--- src/core/swgc_pkg.sv ---
// Purpose: constants and types for the switch global configuration bank
// Assumes: 32-bit AXI4-Lite data, 16-bit registers in the low half
// Notes:   register index times four gives the byte address
package swgc_pkg;

    // ------------------------------------------------------------------
    // bus geometry
    // ------------------------------------------------------------------
    localparam int ADDR_W = 8;
    localparam int DATA_W = 32;
    localparam int REG_W  = 16;

    // ------------------------------------------------------------------
    // register index and byte address
    // ------------------------------------------------------------------
    localparam logic [7:0] IDX_GLOBAL_CTL7 = 8'h0e;
    localparam logic [7:0] IDX_PAUSE_HIGH  = 8'h10;
    localparam logic [7:0] IDX_PAUSE_MID   = 8'h12;
    localparam logic [7:0] IDX_PAUSE_LOW   = 8'h14;
    localparam logic [7:0] IDX_DSCP_MAP0   = 8'h16;

    localparam logic [ADDR_W-1:0] ADDR_GLOBAL_CTL7 =
        ADDR_W'(IDX_GLOBAL_CTL7 * 4);
    localparam logic [ADDR_W-1:0] ADDR_PAUSE_HIGH  =
        ADDR_W'(IDX_PAUSE_HIGH * 4);
    localparam logic [ADDR_W-1:0] ADDR_PAUSE_MID   =
        ADDR_W'(IDX_PAUSE_MID * 4);
    localparam logic [ADDR_W-1:0] ADDR_PAUSE_LOW   =
        ADDR_W'(IDX_PAUSE_LOW * 4);
    localparam logic [ADDR_W-1:0] ADDR_DSCP_MAP0   =
        ADDR_W'(IDX_DSCP_MAP0 * 4);

    // ------------------------------------------------------------------
    // global control 7 fields
    // ------------------------------------------------------------------
    localparam int DRV_LSB     = 5;
    localparam int UNK_EN_BIT  = 7;
    localparam int UNK_MSK_LSB = 0;
    localparam logic [15:0] GCTL_WMASK = 16'h00e7;

    // ------------------------------------------------------------------
    // reset values
    // ------------------------------------------------------------------
    localparam logic [1:0]  DRV_RST_STD   = 2'h1;
    localparam logic [1:0]  DRV_RST_LOWV  = 2'h2;
    localparam logic        UNK_EN_RST    = 1'b0;
    localparam logic [2:0]  UNK_MSK_RST   = 3'h7;
    localparam logic [15:0] PAUSE_LOW_RST = 16'hffff;
    localparam logic [15:0] DSCP_MAP0_RST = 16'h0000;

    // ------------------------------------------------------------------
    // drive current in mA per code, ports and responses
    // ------------------------------------------------------------------
    localparam logic [4:0] DRV_MA_0 = 5'h04;
    localparam logic [4:0] DRV_MA_1 = 5'h08;
    localparam logic [4:0] DRV_MA_2 = 5'h0c;
    localparam logic [4:0] DRV_MA_3 = 5'h10;
    localparam logic [2:0] ALL_PORTS   = 3'h7;
    localparam logic [1:0] RESP_OKAY   = 2'h0;
    localparam logic [1:0] RESP_SLVERR = 2'h2;

    // ------------------------------------------------------------------
    // types
    // ------------------------------------------------------------------
    typedef struct packed {
        logic [1:0] driveSel;
        logic [4:0] driveMa;
        logic       unkEn;
        logic [2:0] unkMask;
    } swgc_io_cfg_t;

    typedef struct packed {
        logic       valid;
        logic       maskApplied;
        logic [2:0] ports;
    } swgc_fwd_t;

    typedef enum logic [1:0] {
        WR_IDLE = 2'b01,
        WR_RESP = 2'b10
    } swgc_wr_state_t;

    typedef enum logic [1:0] {
        RD_IDLE = 2'b01,
        RD_RESP = 2'b10
    } swgc_rd_state_t;

endpackage

--- src/core/swgc_prio_lookup.sv ---
// Purpose: maps a TOS / traffic class byte to a frame priority
// Assumes: map holds one PRIO_W field per code point, code point 0 lowest
// Notes:   one cycle from request to registered result
`timescale 1ns/1ps
module swgc_prio_lookup
    import swgc_pkg::*;
#(
    parameter int CP_W   = 6,
    parameter int PRIO_W = 2
) (
    // clock, reset, enable
    input  wire logic                            clk,
    input  wire logic                            reset_n,
    input  wire logic                            ce,
    // request
    input  wire logic                            tosValid,
    input  wire logic [7:0]                      tosByte,
    input  wire logic [(PRIO_W<<CP_W)-1:0]       prioMap,
    // result
    output logic                                 prioValid_q,
    output logic [PRIO_W-1:0]                    prio_q
);
    // ------------------------------------------------------------------
    // code point select
    // ------------------------------------------------------------------
    wire logic [CP_W-1:0]   codePoint = tosByte[7 -: CP_W];
    wire logic [PRIO_W-1:0] prioSel   =
        prioMap[codePoint*PRIO_W +: PRIO_W];

    always_ff @(posedge clk) begin
        if (!reset_n) begin
            prioValid_q <= 1'b0;
            prio_q      <= '0;
        end else if (ce) begin
            prioValid_q <= tosValid;
            if (tosValid) begin
                prio_q <= prioSel;
            end
        end
    end
endmodule // swgc_prio_lookup

--- src/core/swgc_regs.sv ---
// Purpose: switch global configuration register bank over AXI4-Lite
// Assumes: inputs synchronous to clk; ce low freezes all state
// Notes:   16-bit registers in the low half of each 32-bit word
//
// The AXI4-Lite register port is this design's own decision.
`timescale 1ns/1ps
module swgc_regs
    import swgc_pkg::*;
#(
    // pause address reset high and mid words, values arbitrary
    parameter logic [15:0] PAUSE_HIGH_RST = 16'h0200,
    parameter logic [15:0] PAUSE_MID_RST  = 16'h0000,
    parameter int          UPPER_MAP_W    = 112
) (
    // clock, reset, enable
    input  wire logic                    clk,
    input  wire logic                    reset_n,
    input  wire logic                    ce,
    // supply strap, high for 1.8 V I/O
    input  wire logic                    ioSupply18,
    // axi4-lite write address
    input  wire logic [ADDR_W-1:0]       s_axi_awaddr,
    input  wire logic [2:0]              s_axi_awprot,
    input  wire logic                    s_axi_awvalid,
    output logic                         s_axi_awready,
    // axi4-lite write data
    input  wire logic [DATA_W-1:0]       s_axi_wdata,
    input  wire logic [3:0]              s_axi_wstrb,
    input  wire logic                    s_axi_wvalid,
    output logic                         s_axi_wready,
    // axi4-lite write response
    output logic [1:0]                   s_axi_bresp,
    output logic                         s_axi_bvalid,
    input  wire logic                    s_axi_bready,
    // axi4-lite read address
    input  wire logic [ADDR_W-1:0]       s_axi_araddr,
    input  wire logic [2:0]              s_axi_arprot,
    input  wire logic                    s_axi_arvalid,
    output logic                         s_axi_arready,
    // axi4-lite read data
    output logic [DATA_W-1:0]            s_axi_rdata,
    output logic [1:0]                   s_axi_rresp,
    output logic                         s_axi_rvalid,
    input  wire logic                    s_axi_rready,
    // pad configuration
    output swgc_io_cfg_t                 ioCfg_q,
    // unknown destination forwarding
    input  wire logic                    unkLookupValid,
    output swgc_fwd_t                    unkFwd_q,
    // dscp classification
    input  wire logic                    tosValid,
    input  wire logic [7:0]              tosByte,
    input  wire logic [UPPER_MAP_W-1:0]  upperDscpMap,
    output logic                         prioValid_q,
    output logic [1:0]                   prio_q,
    // pause frame source address bytes
    input  wire logic [2:0]              pauseByteIdx,
    output logic [7:0]                   pauseSaByte_q
);

    // ------------------------------------------------------------------
    // state
    // ------------------------------------------------------------------
    swgc_wr_state_t      wrState_q;
    swgc_wr_state_t      wrState_d;
    swgc_rd_state_t      rdState_q;
    swgc_rd_state_t      rdState_d;
    logic                awRdy_q;
    logic                wRdy_q;
    logic                arRdy_q;
    logic                bvalid_q;
    logic [1:0]          bresp_q;
    logic                rvalid_q;
    logic [1:0]          rresp_q;
    logic [DATA_W-1:0]   rdata_q;
    logic [ADDR_W-1:0]   wrAddr_q;
    logic [REG_W-1:0]    wrData_q;
    logic [1:0]          wrStrb_q;
    logic [REG_W-1:0]    gctl_q;
    logic [REG_W-1:0]    pauseHigh_q;
    logic [REG_W-1:0]    pauseMid_q;
    logic [REG_W-1:0]    pauseLow_q;
    logic [REG_W-1:0]    dscpMap0_q;

    // ------------------------------------------------------------------
    // bus outputs
    // ------------------------------------------------------------------
    assign s_axi_awready = awRdy_q;
    assign s_axi_wready  = wRdy_q;
    assign s_axi_bvalid  = bvalid_q;
    assign s_axi_bresp   = bresp_q;
    assign s_axi_arready = arRdy_q;
    assign s_axi_rvalid  = rvalid_q;
    assign s_axi_rresp   = rresp_q;
    assign s_axi_rdata   = rdata_q;

    // ------------------------------------------------------------------
    // handshakes
    // ------------------------------------------------------------------
    wire logic awTake = s_axi_awvalid & awRdy_q;
    wire logic wTake  = s_axi_wvalid & wRdy_q;
    wire logic bDone  = bvalid_q & s_axi_bready;
    wire logic arTake = s_axi_arvalid & arRdy_q;
    wire logic rDone  = rvalid_q & s_axi_rready;
    wire logic wrGo   = ~awRdy_q & ~wRdy_q & (wrState_q == WR_IDLE);

    // ------------------------------------------------------------------
    // write decode
    // ------------------------------------------------------------------
    wire logic wHitGctl  = (wrAddr_q == ADDR_GLOBAL_CTL7);
    wire logic wHitHigh  = (wrAddr_q == ADDR_PAUSE_HIGH);
    wire logic wHitMid   = (wrAddr_q == ADDR_PAUSE_MID);
    wire logic wHitLow   = (wrAddr_q == ADDR_PAUSE_LOW);
    wire logic wHitMap0  = (wrAddr_q == ADDR_DSCP_MAP0);
    wire logic wHitAny   =
        wHitGctl | wHitHigh | wHitMid | wHitLow | wHitMap0;
    wire logic [REG_W-1:0] laneMask =
        {{8{wrStrb_q[1]}}, {8{wrStrb_q[0]}}};
    wire logic [REG_W-1:0] gctlMask = laneMask & GCTL_WMASK;

    // ------------------------------------------------------------------
    // next register values
    // ------------------------------------------------------------------
    wire logic [REG_W-1:0] gctlNext =
        (gctl_q & ~gctlMask) | (wrData_q & gctlMask);
    wire logic [REG_W-1:0] highNext =
        (pauseHigh_q & ~laneMask) | (wrData_q & laneMask);
    wire logic [REG_W-1:0] midNext =
        (pauseMid_q & ~laneMask) | (wrData_q & laneMask);
    wire logic [REG_W-1:0] lowNext =
        (pauseLow_q & ~laneMask) | (wrData_q & laneMask);
    wire logic [REG_W-1:0] map0Next =
        (dscpMap0_q & ~laneMask) | (wrData_q & laneMask);

    // drive default follows the supply strap at reset
    wire logic [1:0] driveRst =
        ioSupply18 ? DRV_RST_LOWV : DRV_RST_STD;
    wire logic [REG_W-1:0] gctlRst =
        REG_W'({UNK_EN_RST, driveRst, 2'h0, UNK_MSK_RST});

    // ------------------------------------------------------------------
    // read decode
    // ------------------------------------------------------------------
    wire logic rHitGctl = (s_axi_araddr == ADDR_GLOBAL_CTL7);
    wire logic rHitHigh = (s_axi_araddr == ADDR_PAUSE_HIGH);
    wire logic rHitMid  = (s_axi_araddr == ADDR_PAUSE_MID);
    wire logic rHitLow  = (s_axi_araddr == ADDR_PAUSE_LOW);
    wire logic rHitMap0 = (s_axi_araddr == ADDR_DSCP_MAP0);
    wire logic rHitAny  =
        rHitGctl | rHitHigh | rHitMid | rHitLow | rHitMap0;
    wire logic [REG_W-1:0] rdSel =
        ({REG_W{rHitGctl}} & gctl_q) |
        ({REG_W{rHitHigh}} & pauseHigh_q) |
        ({REG_W{rHitMid}}  & pauseMid_q) |
        ({REG_W{rHitLow}}  & pauseLow_q) |
        ({REG_W{rHitMap0}} & dscpMap0_q);

    // ------------------------------------------------------------------
    // field views
    // ------------------------------------------------------------------
    wire logic [1:0] driveSel = gctl_q[DRV_LSB +: 2];
    wire logic       unkEn    = gctl_q[UNK_EN_BIT];
    wire logic [2:0] unkMask  = gctl_q[UNK_MSK_LSB +: 3];
    wire logic [47:0] pauseAddr =
        {pauseHigh_q, pauseMid_q, pauseLow_q};
    wire logic [7:0] pauseByteSel =
        (pauseByteIdx < 3'h6) ?
        pauseAddr[8'(47 - 8*pauseByteIdx) -: 8] : 8'h00;
    wire logic [127:0] fullMap = {upperDscpMap, dscpMap0_q};

    // drive code to milliamps
    logic [4:0] driveMa;
    always_comb begin
        case (driveSel)
            2'h0:    driveMa = DRV_MA_0;
            2'h1:    driveMa = DRV_MA_1;
            2'h2:    driveMa = DRV_MA_2;
            default: driveMa = DRV_MA_3;
        endcase
    end

    // ------------------------------------------------------------------
    // write state machine
    // ------------------------------------------------------------------
    always_comb begin
        wrState_d = wrState_q;
        case (wrState_q)
            WR_IDLE: begin
                if (wrGo) begin
                    wrState_d = WR_RESP;
                end
            end
            WR_RESP: begin
                if (bDone) begin
                    wrState_d = WR_IDLE;
                end
            end
            default: wrState_d = WR_IDLE;
        endcase
    end

    always_ff @(posedge clk) begin
        if (!reset_n) begin
            wrState_q <= WR_IDLE;
            awRdy_q   <= 1'b1;
            wRdy_q    <= 1'b1;
            bvalid_q  <= 1'b0;
            bresp_q   <= RESP_OKAY;
            wrAddr_q  <= '0;
            wrData_q  <= '0;
            wrStrb_q  <= '0;
        end else if (ce) begin
            wrState_q <= wrState_d;
            if (awTake) begin
                awRdy_q  <= 1'b0;
                wrAddr_q <= s_axi_awaddr;
            end else if (bDone) begin
                awRdy_q <= 1'b1;
            end
            if (wTake) begin
                wRdy_q   <= 1'b0;
                wrData_q <= s_axi_wdata[REG_W-1:0];
                wrStrb_q <= s_axi_wstrb[1:0];
            end else if (bDone) begin
                wRdy_q <= 1'b1;
            end
            if (wrGo) begin
                bvalid_q <= 1'b1;
                bresp_q  <= wHitAny ? RESP_OKAY : RESP_SLVERR;
            end else if (bDone) begin
                bvalid_q <= 1'b0;
            end
        end
    end

    // ------------------------------------------------------------------
    // register storage
    // ------------------------------------------------------------------
    always_ff @(posedge clk) begin
        if (!reset_n) begin
            gctl_q      <= gctlRst;
            pauseHigh_q <= PAUSE_HIGH_RST;
            pauseMid_q  <= PAUSE_MID_RST;
            pauseLow_q  <= PAUSE_LOW_RST;
            dscpMap0_q  <= DSCP_MAP0_RST;
        end else if (ce && wrGo) begin
            if (wHitGctl) begin
                gctl_q <= gctlNext;
            end
            if (wHitHigh) begin
                pauseHigh_q <= highNext;
            end
            if (wHitMid) begin
                pauseMid_q <= midNext;
            end
            if (wHitLow) begin
                pauseLow_q <= lowNext;
            end
            if (wHitMap0) begin
                dscpMap0_q <= map0Next;
            end
        end
    end

    // ------------------------------------------------------------------
    // read state machine
    // ------------------------------------------------------------------
    always_comb begin
        rdState_d = rdState_q;
        case (rdState_q)
            RD_IDLE: begin
                if (arTake) begin
                    rdState_d = RD_RESP;
                end
            end
            RD_RESP: begin
                if (rDone) begin
                    rdState_d = RD_IDLE;
                end
            end
            default: rdState_d = RD_IDLE;
        endcase
    end

    always_ff @(posedge clk) begin
        if (!reset_n) begin
            rdState_q <= RD_IDLE;
            arRdy_q   <= 1'b1;
            rvalid_q  <= 1'b0;
            rresp_q   <= RESP_OKAY;
            rdata_q   <= '0;
        end else if (ce) begin
            rdState_q <= rdState_d;
            if (arTake) begin
                arRdy_q  <= 1'b0;
                rvalid_q <= 1'b1;
                rresp_q  <= rHitAny ? RESP_OKAY : RESP_SLVERR;
                rdata_q  <= DATA_W'(rdSel);
            end else if (rDone) begin
                arRdy_q  <= 1'b1;
                rvalid_q <= 1'b0;
            end
        end
    end

    // ------------------------------------------------------------------
    // configuration and forwarding outputs
    // ------------------------------------------------------------------
    always_ff @(posedge clk) begin
        if (!reset_n) begin
            ioCfg_q       <= '0;
            unkFwd_q      <= '0;
            pauseSaByte_q <= '0;
        end else if (ce) begin
            ioCfg_q.driveSel <= driveSel;
            ioCfg_q.driveMa  <= driveMa;
            ioCfg_q.unkEn    <= unkEn;
            ioCfg_q.unkMask  <= unkMask;
            unkFwd_q.valid   <= unkLookupValid;
            if (unkLookupValid) begin
                unkFwd_q.maskApplied <= unkEn;
                unkFwd_q.ports <= unkEn ? unkMask : ALL_PORTS;
            end
            pauseSaByte_q <= pauseByteSel;
        end
    end

    // ------------------------------------------------------------------
    // dscp priority lookup
    // ------------------------------------------------------------------
    swgc_prio_lookup #(
        .CP_W   (6),
        .PRIO_W (2)
    ) u_prio (
        .clk         (clk),
        .reset_n     (reset_n),
        .ce          (ce),
        .tosValid    (tosValid),
        .tosByte     (tosByte),
        .prioMap     (fullMap),
        .prioValid_q (prioValid_q),
        .prio_q      (prio_q)
    );

endmodule // swgc_regs

--- config.mk ---
export PLATFORM = sky130hd
export DESIGN_NAME = swgc_regs
export DESIGN_NICKNAME = d
export VERILOG_FILES = /design/src/core/swgc_pkg.sv /design/src/core/swgc_prio_lookup.sv /design/src/core/swgc_regs.sv
export SDC_FILE = /design/constraint.sdc
export NUM_CORES = 1
export LEC_CHECK = 0
export BUFFER_PORTS_ARGS = -buffer_cell sky130_fd_sc_hd__buf_4
export CAP_MARGIN = 20
export CORE_UTILIZATION = 45
export CTS_CLUSTER_DIAMETER = 200
export DETAILED_ROUTE_END_ITERATION = 16
export PLACE_DENSITY = 0.82
export SLEW_MARGIN = 40
export SYNTH_ARGS = -nofsm -noshare
export SYNTH_HDL_FRONTEND = slang
export SYNTH_SLANG_ARGS = --single-unit
export TNS_END_PERCENT = 50
--- constraint.sdc ---
create_clock -name clk -period 4.23 [get_ports clk]
set_input_delay 0.2115 -clock clk [delete_from_list [all_inputs] [get_ports clk]]
set_output_delay 0.2115 -clock clk [all_outputs]
set_load 0.005 [all_outputs]
==> results of run 1 <==
## cell families (layout without fill, tap and decap cells)
| family | after synthesis | after routing |
|---|---|---|
| multiplexers | 144 | 144 |
| adder cells (fa/ha/maj) | 5 | 5 |
| AO/OA/AOI/OAI | 158 | 158 |
| other | 1 | 20 |
| buffers and inverters | 81 | 256 |
| AND/OR/NAND/NOR | 246 | 246 |
| flip-flops | 146 | 146 |
## critical path: cells and delay by family (launching register included)
family | cells | cell delay, ns
flip-flops | 1 | 0.34
multiplexers | 1 | 0.33
AND/OR/NAND/NOR | 4 | 1.76
## power by group
group | internal (uW) | total [uW] | switching, uW
clock | 937 | 1480 | 546
combinational | 238 | 422 | 184
sequential | 1420 | 1450 | 36.4
## synth_stat cells, drive strengths merged (7+ instances only)
library cell  number
dfxtp            144
a21oi             16
nand3             22
mux2i            118
buf               35
nand2             97
nor2b             71
o211ai             8
a22oi             30
a21boi            36
nor2              15
mux4              24
nand2b            11
a31oi              7
o21ai             25
clkbuf            41
a221oi            16
## worst max path at each step
stage               depth (start not counted)         start        end
floorplan                                   6  s_axi_wready  flip-flop
CTS                                         5  s_axi_wready  flip-flop
finish                                      5  s_axi_wready  flip-flop
global route                                5  s_axi_wready  flip-flop
global placement                            5  s_axi_wready  flip-flop
detailed placement                          5  s_axi_wready  flip-flop
## per-stage QoR
| stage | setup WS, ns | utilization | instances |
|---|---|---|---|
| finish | 1.65 | 0.592 | 1195 |
| global route | 1.49 | 0.592 | 1195 |
| CTS | 1.64 | 0.592 | 1195 |
| detailed placement | 1.66 | 0.557 | 1165 |
| global placement | 1.72 | 0.556 | 1165 |
| floorplan | 2.17 | - | 800 |
## per-layer routing
layer | track usage | part of all wire | vias to the layer above
li1 | - | - | 3150
met1 | 0.360 | 0.47 | 3147
met2 | 0.387 | 0.46 | 240
met3 | 0.0432 | 0.054 | 28
met4 | 0.0820 | 0.018 | 0
met5 | 0 | 0 | -
## final cells by class
class | count | area (sq um)
Fill cell | 1409 | 6740
Clock buffer | 25 | 505
Timing Repair Buffer | 221 | 1660
Inverter | 5 | 18.8
Multi-Input combinational cell | 573 | 4310
Sequential cell | 146 | 2940
Clock inverter | 5 | 75.1
Tap cell | 220 | 275
==> results.py, run 1 <==
metrics = {
    "clock_tree": {
        "cts_setup_buffers": 0,
        "path_clk_slew_ns": 0.06,
        "clock_latency_ns": 0.42,
        "clock_path_buffers": 2,
        "root_buffer": "clkbuf_16",
        "htreeDepth": 4,
        "cts.sinks": 146,
        "hold_buffers": 0,
        "cts_tree": "built",
        "cts_buffers": 17,
        "cts_resized": 0,
    },
    "critical_path": {
        "crit_arrival_ns": 2.85,
        "reg2reg_slack_ns": 1.65,
        "r2r_cells": 5,
        "cp_slowest_cell": "nand4b_1",
        "worst-endpoint-required_ns": 4.50,
        "max_stage_delay_ns": 0.61,
        "crit_path_start_kind": "flip-flop",
        "crit_chain": "or4b_4 > nor4b_4 > nand4b_1 > mux2i_1 > nand2_1",
        "r2r_start": "s_axi_wready",
        "worstPathMaxFanout": 8,
        "endpoint_kind": "flip-flop",
        "crit_type": "reg -> reg",
    },
    "synthesis": {
        "synthSimpleGateAreaFrac": 0.173,
        "synthAdderAreaFrac": 0.00827,
        "synth_area_leaders": "dfxtp_1 (38%), mux2i_1 (16%), mux4_2 (7.1%)",
        "synth_compound_gate_area_share": 0.146,
        "ys_seq_area_frac": 0.389,
        "synth_area_sq_um": 7570,
        "async_flop_share": 0,
        "syn_avg_cell_area_sq_um": 9.69,
        "ys_ff_latch": 146,
        "yosys.area.top_type": "dfxtp_1",
        "yosysWarnings": 0,
        "synth_top_area_share": 0.381,
        "synth_top_family_by_area": "multiplexers",
        "synth_mux_area_frac": 0.231,
        "synthFlopType": "dfxtp_1",
        "synth-edff-count": 2,
        "ys_types": 45,
        "synth_cells": 781,
        "synth-xor-area-share": 0,
    },
    "layout": {
        "layout_commonest_cell": "buf_4",
        "n_antenna_cell": 0,
        "finalNetCount": 1161,
        "drive_above_1_share": 0.291,
        "stdcell_area_sq_um": 9790,
        "syn_to_final_growth_pct": 29.4,
        "layout.cells.most_common_list": "buf_4 (221), dfxtp_1 (144), mux2i_1 (118)",
    },
    "timing": {
        "finalHoldViolCount": 0,
        "drv_slew": 0,
        "rsz0062_at_grt": "false",
        "fin_crit_sh": 0.610,
        "period_minus_slack_ns": 2.58,
        "finalSetupTns_ns": 0,
        "fin_skew_ns": 0.00609,
        "fmax_mhz": 388,
        "setup_viol": 0,
        "tightest_slew_ns": 0.815,
        "hold_ws_ns": 0.0516,
        "slew_headroom": 0.457,
    },
    "detailed_routing": {
        "first_pass_iters": 6,
        "ant_nets": 0,
        "vias": 6565,
        "drtIter0Drc": 653,
        "wl_per_cell_um": 18.4,
        "routed_wl_um": 22000,
        "route.detailed.drc": 0,
        "viasPerCell": 5.49,
    },
    "placement": {
        "portBuffers": 213,
        "post_dp_cell_area_sq_um": 9200,
        "dp.final_hpwl_um": 16300,
        "gp_congestion": 0.844,
    },
    "grt": {
        "grt_pass1_wl_um": 33800,
        "grt-ovfl-total": 0,
        "antenna_found_initial": 0,
        "grt_pass1_vias": 6083,
        "track_usage": 0.253,
        "grt_start_max_net_pins": 81,
    },
    "floorplan": {
        "fp-row-count": 47,
        "fp.coreArea_sq_um": 16500,
        "die_y_um": 132,
        "dieArea_sq_um": 17300,
        "ios": 260,
        "die_x_um": 132,
        "start_util": 0.458,
    },
    "pwr": {
        "vdd_drop_max_mv": 0.291,
        "power_uw": 3360,
        "total_leakage_power_uw": 0.00432,
        "p_per_area_nw_per_um2": 343,
    },
    "worst_hold_path": {
        "min_from": "s_axi_wdata[10]",
        "holdPathStages": 3,
        "whs_endpoint": "wrData_q[10]",
        "hold_class": "in -> reg",
    },
    "flow_run": {
        "cap_violations": 0,
    },
    "outcome": {
        "status": "finished clean",
    },
}
Note: power is estimated with default switching activity, not from simulation.
==> run 2: changes to the inputs <==
==> constraint.sdc (replaced) <==
create_clock -name clk -period 2.45 [get_ports clk]
set_input_delay 0.1225 -clock clk [delete_from_list [all_inputs] [get_ports clk]]
set_output_delay 0.1225 -clock clk [all_outputs]
set_load 0.005 [all_outputs]
==> run 2 against run 1 <==
Compared with the run above:
- sequential power rose by 73%
- die area is the same
- critical path depth unchanged
- via count grew 4.4%
- critical path type unchanged
==> results.py, run 2 (synthesis gave the netlist of run 1 again) <==
metrics = {
    "outcome": {
        "status": "finished clean",
    },
    "detailed_routing": {
        "viasPerCell": 5.54,
        "route.detailed.drc": 0,
        "drtIter0Drc": 588,
        "wl_per_cell_um": 18.2,
        "vias": 6851,
        "routed_wl_um": 22600,
        "ant_nets": 0,
        "first_pass_iters": 5,
    },
    "critical_path": {
        "cp_slowest_cell": "or4b_4",
        "r2r_start": "s_axi_wready",
        "crit_start": "s_axi_wready",
        "worst-endpoint-required_ns": 2.75,
        "worstPathMaxFanout": 8,
        "reg2reg_slack_ns": 0.11,
        "max_stage_delay_ns": 0.59,
        "crit_chain": "or4b_4 > nor4_2 > nand3_2 > mux2i_1 > nor2b_1",
        "crit_arrival_ns": 2.64,
        "crit_type": "reg -> reg",
        "endpoint_kind": "flip-flop",
        "r2r_cells": 5,
        "crit_family": "simple AND/OR/NAND/NOR gates",
        "timing.critical_path.buf_inv": 0,
        "crit_cells": 5,
        "crit_path_start_kind": "flip-flop",
    },
    "grt": {
        "antenna_found_initial": 0,
        "grt_pass1_vias": 6428,
        "grt-ovfl-total": 0,
        "grt_start_max_net_pins": 71,
        "grt_pass1_wl_um": 34900,
        "track_usage": 0.259,
    },
    "clock_tree": {
        "cts_buffers": 17,
        "htreeDepth": 4,
        "clock_path_buffers": 2,
        "root_buffer": "clkbuf_16",
        "clock_latency_ns": 0.42,
        "hold_buffers": 26,
        "path_clk_slew_ns": 0.06,
        "cts.sinks": 146,
        "cts_tree": "built",
        "cts_setup_buffers": 0,
        "cts_resized": 0,
    },
    "pwr": {
        "combPwrFrac": 0.135,
        "vdd_drop_max_mv": 0.569,
        "swShare": 0.232,
        "p_per_area_nw_per_um2": 565,
        "total_leakage_power_uw": 0.00449,
        "p_clk_frac": 0.426,
        "sequentialPowerShare": 0.439,
        "internal_power_uw": 4400,
        "p_sw_uw": 1330,
    },
    "timing": {
        "finalHoldViolCount": 0,
        "drv_slew": 0,
        "slew_headroom": 0.520,
        "fmax_mhz": 427,
        "period_minus_slack_ns": 2.34,
        "rsz0062_at_grt": "false",
        "finalSetupTns_ns": 0,
        "fin_skew_ns": 0.00791,
        "setup_viol": 0,
        "tightest_slew_ns": 0.719,
        "fin_crit_sh": 0.956,
    },
    "layout": {
        "layout.cells.most_common_list": "buf_4 (234), dfxtp_1 (144), mux2i_1 (118)",
        "finalNetCount": 1201,
        "drive_above_1_share": 0.292,
        "syn_to_final_growth_pct": 34.0,
        "final_util": 0.613,
        "layout_commonest_cell": "buf_4",
    },
    "floorplan": {
        "fp-row-count": 47,
        "start_util": 0.458,
        "die_x_um": 132,
        "fp.coreArea_sq_um": 16500,
        "die_y_um": 132,
        "dieArea_sq_um": 17300,
        "ios": 260,
    },
    "placement": {
        "gp_congestion": 0.841,
        "portBuffers": 213,
        "dp.final_hpwl_um": 16400,
    },
    "flow_run": {
        "cap_violations": 0,
    },
    "worst_hold_path": {
        "hold_class": "in -> reg",
    },
}
run 2: cell types whose count changed in the layout (fill, tap and decap cells not counted), sizes merged:
cell | before | now
buf | 221 | 235
bufinv | 2 | 0
clkbuf | 25 | 27
clkinv | 3 | 4
diode | 0 | 1
dlygate4sd3 | 0 | 26
run 2: power by group through the flow:
| stage | clock network (uW) | logic (uW) | registers, uW |
|---|---|---|---|
| 3_5_place_dp | 0 | 734 | 2560 |
| 6_report | 2440 | 773 | 2510 |
| 5_1_grt | 2570 | 833 | 2520 |
| 2_1_floorplan | 0 | 396 | 2540 |
| 3_3_place_gp | 0 | 722 | 2560 |
| 4_1_cts | 2450 | 770 | 2510 |
run 2: cell type report:
cell class | instances | area [sq um]
timing repair buffer | 261 | 2040
inverter | 5 | 18.8
multi-input combinational | 573 | 4300
tap | 220 | 275
antenna | 1 | 2.50
clock buffer | 27 | 543
fill | 1353 | 6390
sequential | 146 | 2940
clock inverter | 4 | 20.0
run 2: worst min path at each step:
stage	startpoint	endpoint	cells past startpoint
after CTS	tosValid	u_prio.prio_q[1]	3
after global routing	ioSupply18	gctl_q[5]	2
after detailed placement	s_axi_wdata[1]	wrData_q[1]	3
after global placement	s_axi_wdata[15]	wrData_q[15]	3
final	ioSupply18	gctl_q[5]	2
after floorplan	s_axi_awaddr[5]	wrAddr_q[5]	2
run 2: layer usage:
layer  part of all wire  vias to the layer above  track usage
li1                   -                     3244            -
met1               0.44                     3273        0.350
met2               0.47                      301        0.400
met3              0.072                       33       0.0633
met4              0.023                        0       0.0975
met5                  0                        -            0
run 2: through the flow:
step | setup WS, ns | area [sq um] | hold slack, ns | total power [uW] | cells
finish | 0.108 | 10100 | 0.0347 | 5720 | 1237
global route | 0.0271 | 10100 | 0.0312 | 5920 | 1236
CTS | 0.116 | 10100 | 0.0186 | 5730 | 1236
detailed placement | 0.223 | 9310 | 0.391 | 3300 | 1179
global placement | 0.265 | 9310 | 0.388 | 3280 | 1179
floorplan | 0.385 | 7640 | 0.267 | 2940 | 800
